## config.mk

```make
export PLATFORM = sky130hd
export DESIGN_NAME = compare_skip_less_exec
export DESIGN_NICKNAME = d
export VERILOG_FILES = /design/src/compare_skip_pkg.sv /design/src/compare_if.sv /design/src/compare_skip_less_exec.sv /design/src/compare_unit.sv
export VERILOG_INCLUDE_DIRS = /design/src
export SDC_FILE = /design/constraint.sdc
export NUM_CORES = 1
export LEC_CHECK = 0
export BUFFER_PORTS_ARGS = -buffer_cell sky130_fd_sc_hd__buf_2
export CAP_MARGIN = 30
export CORE_MARGIN = 1.5
export CORE_UTILIZATION = 25
export CTS_CLUSTER_SIZE = 10
export DETAILED_ROUTE_END_ITERATION = 8
export GPL_TIMING_DRIVEN = 0
export HOLD_SLACK_MARGIN = 0.15
export PLACE_DENSITY = 0.59
export SYNTH_ARGS = -nofsm -noshare
export SYNTH_HDL_FRONTEND = slang
export SYNTH_SLANG_ARGS = --single-unit
```

## constraint.sdc

```tcl
create_clock -name ref_clk -period 3.5 [get_ports ref_clk]
set_input_delay 0.7 -clock ref_clk [delete_from_list [all_inputs] [get_ports ref_clk]]
set_output_delay 0.7 -clock ref_clk [all_outputs]
set_load 0.03 [all_outputs]
```

## src/compare_skip_cfg.svh

```systemverilog
`ifndef COMPARE_SKIP_CFG_SVH
`define COMPARE_SKIP_CFG_SVH

// Instruction field layout of the compare-skip-if-less word
`define CSL_OPC_MSB        15
`define CSL_OPC_LSB        9
`define CSL_OPC_VALUE      7'h30
`define CSL_SEL_BIT        8
`define CSL_ADDR_MSB       7

// Phase codes inside one instruction cycle
`define CSL_PHASE_Q1       2'h0
`define CSL_PHASE_Q2       2'h1
`define CSL_PHASE_Q3       2'h2
`define CSL_PHASE_Q4       2'h3

// Fixed access bank mapping
`define CSL_ACCESS_SPLIT   8'h80
`define CSL_ACCESS_LO_BANK 4'h0
`define CSL_ACCESS_HI_BANK 4'hF

// Reset values
`define CSL_RST_WORD       16'h0000
`define CSL_RST_BYTE       8'h00
`define CSL_RST_ADDR       12'h000

// Instruction cycle counts and clocks per cycle
`define CSL_CYC_NOSKIP     1
`define CSL_CYC_SKIP       2
`define CSL_CYC_SKIP_2W    3
`define CSL_CLK_PER_CYC    4

`endif

```

## src/compare_skip_pkg.sv

```systemverilog
`default_nettype none

package compare_skip_pkg;

  // Execution state, Gray coded along exec -> nop -> second nop
  typedef enum logic [1:0] {
    ST_EXEC = 2'h0,
    ST_NOP1 = 2'h1,
    ST_NOP2 = 2'h3
  } exec_state_t;

  typedef logic [1:0] phase_t;

endpackage : compare_skip_pkg

`default_nettype wire

```

## src/compare_if.sv

```systemverilog
`default_nettype none

// Carries the operands and result between the sequencer and the comparator
interface compare_if;
  logic [7:0] mem_byte;
  logic [7:0] work_byte;
  logic [8:0] diff;
  logic       less;

  modport seq  (output mem_byte, output work_byte, input diff, input less);
  modport unit (input mem_byte, input work_byte, output diff, output less);
endinterface : compare_if

`default_nettype wire

```

## src/compare_skip_less_exec.sv

```systemverilog
// What this block does
// RQ1: Recognise word with top seven bits 0110000; bit 8 selects bank, low byte addresses.
// RQ2: Unsigned compare of memory byte against working register; skip only if strictly less.
// RQ3: On skip, discard the fetched next instruction; run an all-idle cycle instead.
// RQ4: One word; one cycle without skip, two with skip, three skipping a two-word.
// RQ5: Selector 0 uses the fixed access bank; selector 1 uses the bank select register.
// RQ6: Skipping a two-word instruction inserts two consecutive idle cycles before fetch resumes.
// RQ7: Working register, memory byte and status flags stay unchanged; only program flow moves.
`include "compare_skip_cfg.svh"
`default_nettype none

module compare_skip_less_exec (
  input  wire logic        ref_clk,
  input  wire logic        reset,
  input  wire logic [15:0] instr_word,
  input  wire logic        next_two_word,
  input  wire logic [7:0]  working_register,
  input  wire logic [3:0]  bank_select_register,
  input  wire logic [7:0]  mem_rdata,
  output logic [1:0]       phase,
  output logic             cycle_start,
  output logic             op_active,
  output logic [11:0]      mem_addr,
  output logic             mem_rd,
  output logic             skip_taken,
  output logic             discard_fetch,
  output logic             nop_active,
  output logic             fetch_resume,
  output logic             work_we,
  output logic             mem_we,
  output logic             status_we
);

  compare_skip_pkg::phase_t      phase_q;
  compare_skip_pkg::exec_state_t state_q;
  logic                          op_q;
  logic                          sel_q;
  logic [11:0]                   addr_q;
  logic [7:0]                    mem_byte_q;
  logic [7:0]                    work_q;
  logic                          skip_q;
  logic                          two_q;
  logic                          match;
  logic [7:0]                    f_field;
  logic [11:0]                   addr_d;

  compare_if cmp ();

  compare_unit u_compare (
    .cmp (cmp.unit)
  );

  // Phase counter: four clocks make one instruction cycle
  always_ff @(posedge ref_clk or posedge reset)
  begin
    if (reset)
      phase_q <= `CSL_PHASE_Q1;
    else
      phase_q <= phase_q + 2'h1;
  end

  // Pattern match on the opcode field only; other bits are operands
  assign match   = instr_word[`CSL_OPC_MSB:`CSL_OPC_LSB] == `CSL_OPC_VALUE; // RQ1
  assign f_field = instr_word[`CSL_ADDR_MSB:0];

  // Operand address: access bank splits low and high, else bank select on top
  always_comb
  begin
    addr_d = {bank_select_register, f_field}; // RQ5
    if (!instr_word[`CSL_SEL_BIT])
    begin
      if (f_field < `CSL_ACCESS_SPLIT)
        addr_d = {`CSL_ACCESS_LO_BANK, f_field}; // RQ5
      else
        addr_d = {`CSL_ACCESS_HI_BANK, f_field}; // RQ5
    end
  end

  // Decode at Q1; idle cycles never decode since the fetched word is stale
  always_ff @(posedge ref_clk or posedge reset)
  begin
    if (reset)
    begin
      op_q  <= 1'b0;
      sel_q <= 1'b0;
    end
    else if (phase_q == `CSL_PHASE_Q1)
    begin
      op_q  <= match && (state_q == compare_skip_pkg::ST_EXEC); // RQ1 RQ3
      sel_q <= instr_word[`CSL_SEL_BIT];
    end
  end

  // Address latched at decode so it is stable through the read phase
  always_ff @(posedge ref_clk or posedge reset)
  begin
    if (reset)
      addr_q <= `CSL_RST_ADDR;
    else if (phase_q == `CSL_PHASE_Q1 && state_q == compare_skip_pkg::ST_EXEC && match)
      addr_q <= addr_d; // RQ5
  end

  // Operand capture at Q2; the read is combinational from the memory side
  always_ff @(posedge ref_clk or posedge reset)
  begin
    if (reset)
    begin
      mem_byte_q <= `CSL_RST_BYTE;
      work_q     <= `CSL_RST_BYTE;
    end
    else if (mem_rd)
    begin
      mem_byte_q <= mem_rdata;
      work_q     <= working_register;
    end
  end

  assign cmp.mem_byte  = mem_byte_q;
  assign cmp.work_byte = work_q;

  // Skip decision at Q3; cleared at each decode so it never leaks to the next word
  always_ff @(posedge ref_clk or posedge reset)
  begin
    if (reset)
      skip_q <= 1'b0;
    else if (phase_q == `CSL_PHASE_Q1)
      skip_q <= 1'b0;
    else if (phase_q == `CSL_PHASE_Q3 && op_q)
      skip_q <= cmp.less; // RQ2
  end

  // Length of the following word is taken when the skip is committed
  always_ff @(posedge ref_clk or posedge reset)
  begin
    if (reset)
      two_q <= 1'b0;
    else if (discard_fetch)
      two_q <= next_two_word; // RQ6
  end

  // Sequencer moves only at the end of Q4 so idle cycles stay whole
  always_ff @(posedge ref_clk or posedge reset)
  begin
    if (reset)
      state_q <= compare_skip_pkg::ST_EXEC;
    else if (phase_q == `CSL_PHASE_Q4)
    begin
      unique case (state_q)
        compare_skip_pkg::ST_EXEC:
        begin
          if (discard_fetch)
            state_q <= compare_skip_pkg::ST_NOP1; // RQ3 RQ4
        end
        compare_skip_pkg::ST_NOP1:
        begin
          if (two_q)
            state_q <= compare_skip_pkg::ST_NOP2; // RQ6
          else
            state_q <= compare_skip_pkg::ST_EXEC; // RQ4
        end
        compare_skip_pkg::ST_NOP2:
          state_q <= compare_skip_pkg::ST_EXEC; // RQ6
        default:
          state_q <= compare_skip_pkg::ST_EXEC;
      endcase
    end
  end

  // Handshake outputs; the fetch unit honours discard and resume itself
  assign phase         = phase_q;
  assign cycle_start   = phase_q == `CSL_PHASE_Q1;
  assign op_active     = op_q;
  assign mem_addr      = addr_q;
  assign mem_rd        = op_q && phase_q == `CSL_PHASE_Q2;
  assign skip_taken    = skip_q;
  assign discard_fetch = op_q && skip_q && phase_q == `CSL_PHASE_Q4; // RQ3
  assign nop_active    = state_q != compare_skip_pkg::ST_EXEC; // RQ3
  assign fetch_resume  = phase_q == `CSL_PHASE_Q4 &&
                         ((state_q == compare_skip_pkg::ST_NOP1 && !two_q) ||
                          state_q == compare_skip_pkg::ST_NOP2); // RQ6

  // Never writes anything: no destination and no status update
  assign work_we   = 1'b0; // RQ7
  assign mem_we    = 1'b0; // RQ7
  assign status_we = 1'b0; // RQ7
endmodule : compare_skip_less_exec

`default_nettype wire

```

## src/compare_unit.sv

```systemverilog
`default_nettype none

// Unsigned subtract; a borrow out means the memory byte is below the working register
module compare_unit (
  compare_if.unit cmp
);

  // Nine-bit difference keeps the borrow in the top bit
  assign cmp.diff = {1'b0, cmp.mem_byte} - {1'b0, cmp.work_byte};
  assign cmp.less = cmp.diff[8]; // RQ2

endmodule : compare_unit

`default_nettype wire

```

== Word level (Yosys, flattened, before mapping) ==
Index checks and enable logic that the tools add are counted.

* Bits in registers: 35
* Bits of input ports: 39
* Output and inout port bits: 24
* Word-level logic and storage cells: 41

* Add/sub/neg operators: 2
* Order comparisons: 1
* Equal/unequal tests: 7
* Multiplexer cells: 7
* Reduce and logical (&&, ||, !) cells: 16

{| class="wikitable"
|+ Operator list
! operator !! number
|-
| $mux 12 || 2
|-
| $logic_and 1x1->1 || 9
|-
| $sub 8x8->9 || 1
|-
| $lt 8x8->1 const B || 1
|-
| $eq 7x6->1 const B || 1
|-
| $eq 2x2->1 const B || 3
|-
| $eq 2x1->1 const B || 2
|-
| $logic_not 2->1 || 2
|-
| $mux 2 || 2
|-
| $pmux 2 s2 || 1
|-
| $reduce_bool 2->1 || 2
|-
| $add 2x1->2 const B || 1
|-
| $mux 1 || 2
|-
| $ne 2x2->1 const B || 1
|-
| $reduce_and 2->1 || 1
|-
| $logic_not 1->1 || 1
|-
| $logic_or 1x1->1 || 1
|}

== Longest topological paths before layout ==
* Word-level depth: 4
* Mapped depth: 7
* Gate-level depth less buffers: 6

== Modules after synthesis ==
Synthesis repeated with hierarchy kept, for this count alone.

* Cells, all modules: 156
* Area total of the unflattened synthesis: 1856.8 um^2

{| class="wikitable"
|+ Modules (own cells, without submodules)
! module !! instances !! cells an instance !! area an instance (um^2) !! sequential area each (um^2)
|-
| compare_skip_less_exec || 1 || 107 || 1495.2 || 875.8
|-
| compare_unit || 1 || 49 || 361.6 || 0.0
|}

== Worst setup path before layout ==
OpenSTA, ideal clock, no wires.

* Kind: reg2out
* From: register phase_q[1], in the netlist phase[1]
* To: output mem_rd
* Data arrival time: 1.417 ns
* Required time: 2.800 ns
* Slack: 1.383 ns
* Stages on the path, launching flop included: 6
* Buffers on the path: 1
* Cells stage by stage: dfrtp_1 > inv_1 > ha_1 > nand2_1 > inv_1 > buf_2

* Longest elaborated chain between the ends: 2

{| class="wikitable"
|+ RTL lines
! what !! RTL line !! text
|-
| start: declaration || compare_skip_less_exec.sv:34 || <nowiki>compare_skip_pkg::phase_t phase_q;</nowiki>
|-
| start signal: assignment || compare_skip_less_exec.sv:57 || <nowiki>phase_q <= `CSL_PHASE_Q1;</nowiki>
|-
| start signal: assignment || compare_skip_less_exec.sv:59 || <nowiki>phase_q <= phase_q + 2'h1;</nowiki>
|-
| $eq 2x1->1 (no line) || n/a ||
|-
| $logic_and 1x1->1 (no line) || n/a ||
|-
| end: declaration || compare_skip_less_exec.sv:24 || <nowiki>output logic mem_rd,</nowiki>
|}

Every way passes these cells.

== Worst setup path after layout ==
Same ends and word-level chain as after synthesis.

==> summary.txt <==
Status = completed
Inserted Diodes = 0
Avg Cell Area, Syn = 11.98 um2
Worst Clk Skew = 3.197 ps
Relative slew slack = 0.5114
DRT Pass-1 Iters = 3
Skew-Pair Late Insertion Delay = 280 ps
Ports = 63
Top Metal Used = met4
Max Slew Vio Count = 0
Hold Violations, Final = 0
Post-CTS setup buffers = 0
Metal1 wirelength = 1.411 mm
Critical Path Source Type = flip-flop
Vias in the first global route = 1257
Routability Congestion = 0.6968
Worst r2r src = phase[1]$_DFF_PP0_
Setup crit end = mem_rd
Post-CTS sizing = 0
Initial Util = 0.2562
Total Power = 0.8418 mW
Worst path bufs/invs = 4
Most common cell after layout, fill and taps aside = buf_2
Critical Path RT = 2800 ps
Setup CP Type = flip-flop to output port
CP Depth = 6
CTS tree = done
Layout Cells excl Fill = 281
First-pass GRT wire length = 5.747 mm
Via/cell ratio = 4.238
1st-iter DRT viols = 42
Hold WC Path Type = flip-flop to flip-flop
Synth unique cells = 27
Peak Freq = 0.3740 GHz
Cell leakage power = 1.150 nW
Share of cells above drive strength 1 = 0.4608
Initial antenna violation count = 0
Reg2reg setup slack = 1760 ps
Post-CTS Hold Buffers = 0
Most frequent cells in the layout = buf_2, dfrtp_1, mux2_2
Maximum fanout along the worst path = 10
Placement Cell Area = 0.002017 mm2
Number of setup violations in the final report = 0
Unrepaired setup endpoints after global routing = false
Fin nets = 253
Routed wire per std cell = 11.52 um
R2R Path End = cmp.work_byte[2]$_DFFE_PP0P_
Critical Path, Cell by Cell = inv_1 > ha_1 > nand2_1 > inv_1 > buf_2 > buf_2
Setup TNS = 0 ps
Worst slew pin tran = 731.8 ps
Rows = 29
Crit end category = output port
Finished Cell Area = 0.002117 mm2
Die Span X = 83.45 um
CTS Root Cell = clkbuf_8
Met3 wire length = 262 um
Synthesis Warnings = 0
Clk sinks = 35
CTS buffer count = 5
Met2 WL = 1.500 mm
Tmin final = 2674 ps
Worst Setup SP = phase[1]$_DFF_PP0_
Synth-to-Final Area Change = 30.86%
Die height = 83.45 um
CP top delay family = buffers and inverters
Slowest CP cell = dfrtp_1
Data arrival, critical path = 1970 ps
R2R depth = 7
Grt ovf = 0
VDD IR max = 0.0002206 V
DP HPWL = 2.444 mm
Post-layout util = 0.3353
DR DRC count = 0
Clock Tree Buf Depth = 2
Core ar. = 0.006314 mm2
Post-Syn Area = 0.001618 mm2
Largest net degree at the start of global routing = 36
MaxCap Viol Count = 0
Cell count after synthesis = 135
Sequential fraction of the synthesis area = 0.5414
Placed cells = 273
Port bufs = 59
Clock transition at path regs = 70 ps
Final WL = 3.237 mm
Synthesized flop and latch total = 35
Gr usage total = 0.1036
Vias = 1191
PwrDens = 397.6 mW/mm2
Final ANT Viol Nets = 0
CP peak stage delay = 420 ps
CTS H-Tree Depth = 2
Final period utilization = 0.7640
Die area = 0.006963 mm2
==> registers in the layout, indices dropped and copies added, names as in the netlist <==
| register | cells |
|---|---|
| phase | 2 |
| cmp.mem_byte | 8 |
| mem_addr | 12 |
| two_q | 1 |
| skip_taken | 1 |
| cmp.work_byte | 8 |
| state_q | 2 |
| op_active | 1 |
==> layout make-up <==
cell class              count  area [um2]
fillers                   668        4197
multi-input cells          84       661.9
well taps                  77       96.34
inverters                  13       48.80
clock buffers               8       100.1
flip-flops and latches     35       875.8
plain buffers               5       38.79
repair buffers             59       295.3
==> report_power, final <==
| group | switching (mW) | internal, mW | total, mW | leakage (nW) |
|---|---|---|---|---|
| clock network | 0.136 | 0.179 | 0.316 | 0.0515 |
| logic | 0.0503 | 0.0439 | 0.0943 | 0.670 |
| registers | 0.00836 | 0.424 | 0.432 | 0.429 |
==> cell families after synthesis <==
| kind of cell | after synthesis | synth area share |
|---|---|---|
| DFF | 35 | 0.5414 |
| AOI/OAI and AO/OA | 28 | 0.09900 |
| and+or+nand+nor | 24 | 0.09049 |
| buffers and inverters | 18 | 0.05414 |
| muxes | 18 | 0.1276 |
| adders and majority gates | 11 | 0.08507 |
| other | 1 | 0.002318 |
==> worst min-delay path by stage <==
stage                           startpoint                     endpoint  slack [ps]  depth (start not counted)
3_3_place_gp      mem_addr[10]$_DFFE_PP0P_     mem_addr[10]$_DFFE_PP0P_         470                          2
2_1_floorplan  cmp.mem_byte[0]$_DFFE_PP0P_  cmp.mem_byte[0]$_DFFE_PP0P_         470                          1
4_1_cts           mem_addr[10]$_DFFE_PP0P_     mem_addr[10]$_DFFE_PP0P_         480                          2
5_1_grt            mem_addr[3]$_DFFE_PP0P_      mem_addr[3]$_DFFE_PP0P_         510                          1
3_5_place_dp      mem_addr[10]$_DFFE_PP0P_     mem_addr[10]$_DFFE_PP0P_         470                          2
6_report          mem_addr[10]$_DFFE_PP0P_     mem_addr[10]$_DFFE_PP0P_         480                          2
==> stage by stage <==
stage	setup slack, ps	hold WS (ps)
floorplan	1383	470.1
global placement	1131	465.6
detailed placement	1081	467.3
CTS	752.9	482.9
global route	681.1	512.0
finish	825.9	476.5
==> cells in the mapped netlist <==
cell type / count / area share
or2_2: 1 / 0.0039
nor2b_1: 1 / 0.0039
o21a_1: 1 / 0.0046
conb_1: 1 / 0.0023
and3_1: 1 / 0.0039
a21oi_1: 8 / 0.025
buf_4: 3 / 0.014
nor4b_4: 1 / 0.015
buf_6: 1 / 0.0070
mux2_2: 17 / 0.12
nor4_2: 1 / 0.0077
a2111oi_0: 1 / 0.0054
a21o_1: 1 / 0.0046
dfrtp_1: 35 / 0.54
nand4_4: 1 / 0.013
o21ai_0: 13 / 0.040
nand2b_1: 1 / 0.0039
nand2_1: 16 / 0.037
mux2_4: 1 / 0.0093
ha_1: 11 / 0.085
o22ai_1: 1 / 0.0039
inv_1: 13 / 0.030
nor2_1: 1 / 0.0023
a311o_1: 1 / 0.0062
a31oi_1: 1 / 0.0039
buf_2: 1 / 0.0031
o2111ai_1: 1 / 0.0054
==> worst reg2reg max path, stage by stage (launching register included) <==
cell     delay [ps]
dfrtp_1         400
inv_1            80
ha_1            170
nand2_1         360
inv_1           210
buf_2           230
nand2_1          80
o21ai_0          80
==> metal layers <==
metal  up-vias  global-route usage
met5         -                   0
met4         0             0.04024
met3         8             0.03579
met2        47              0.1766
met1       542              0.1198
li1        594                   -
Power figures use the tool's default switching activity.
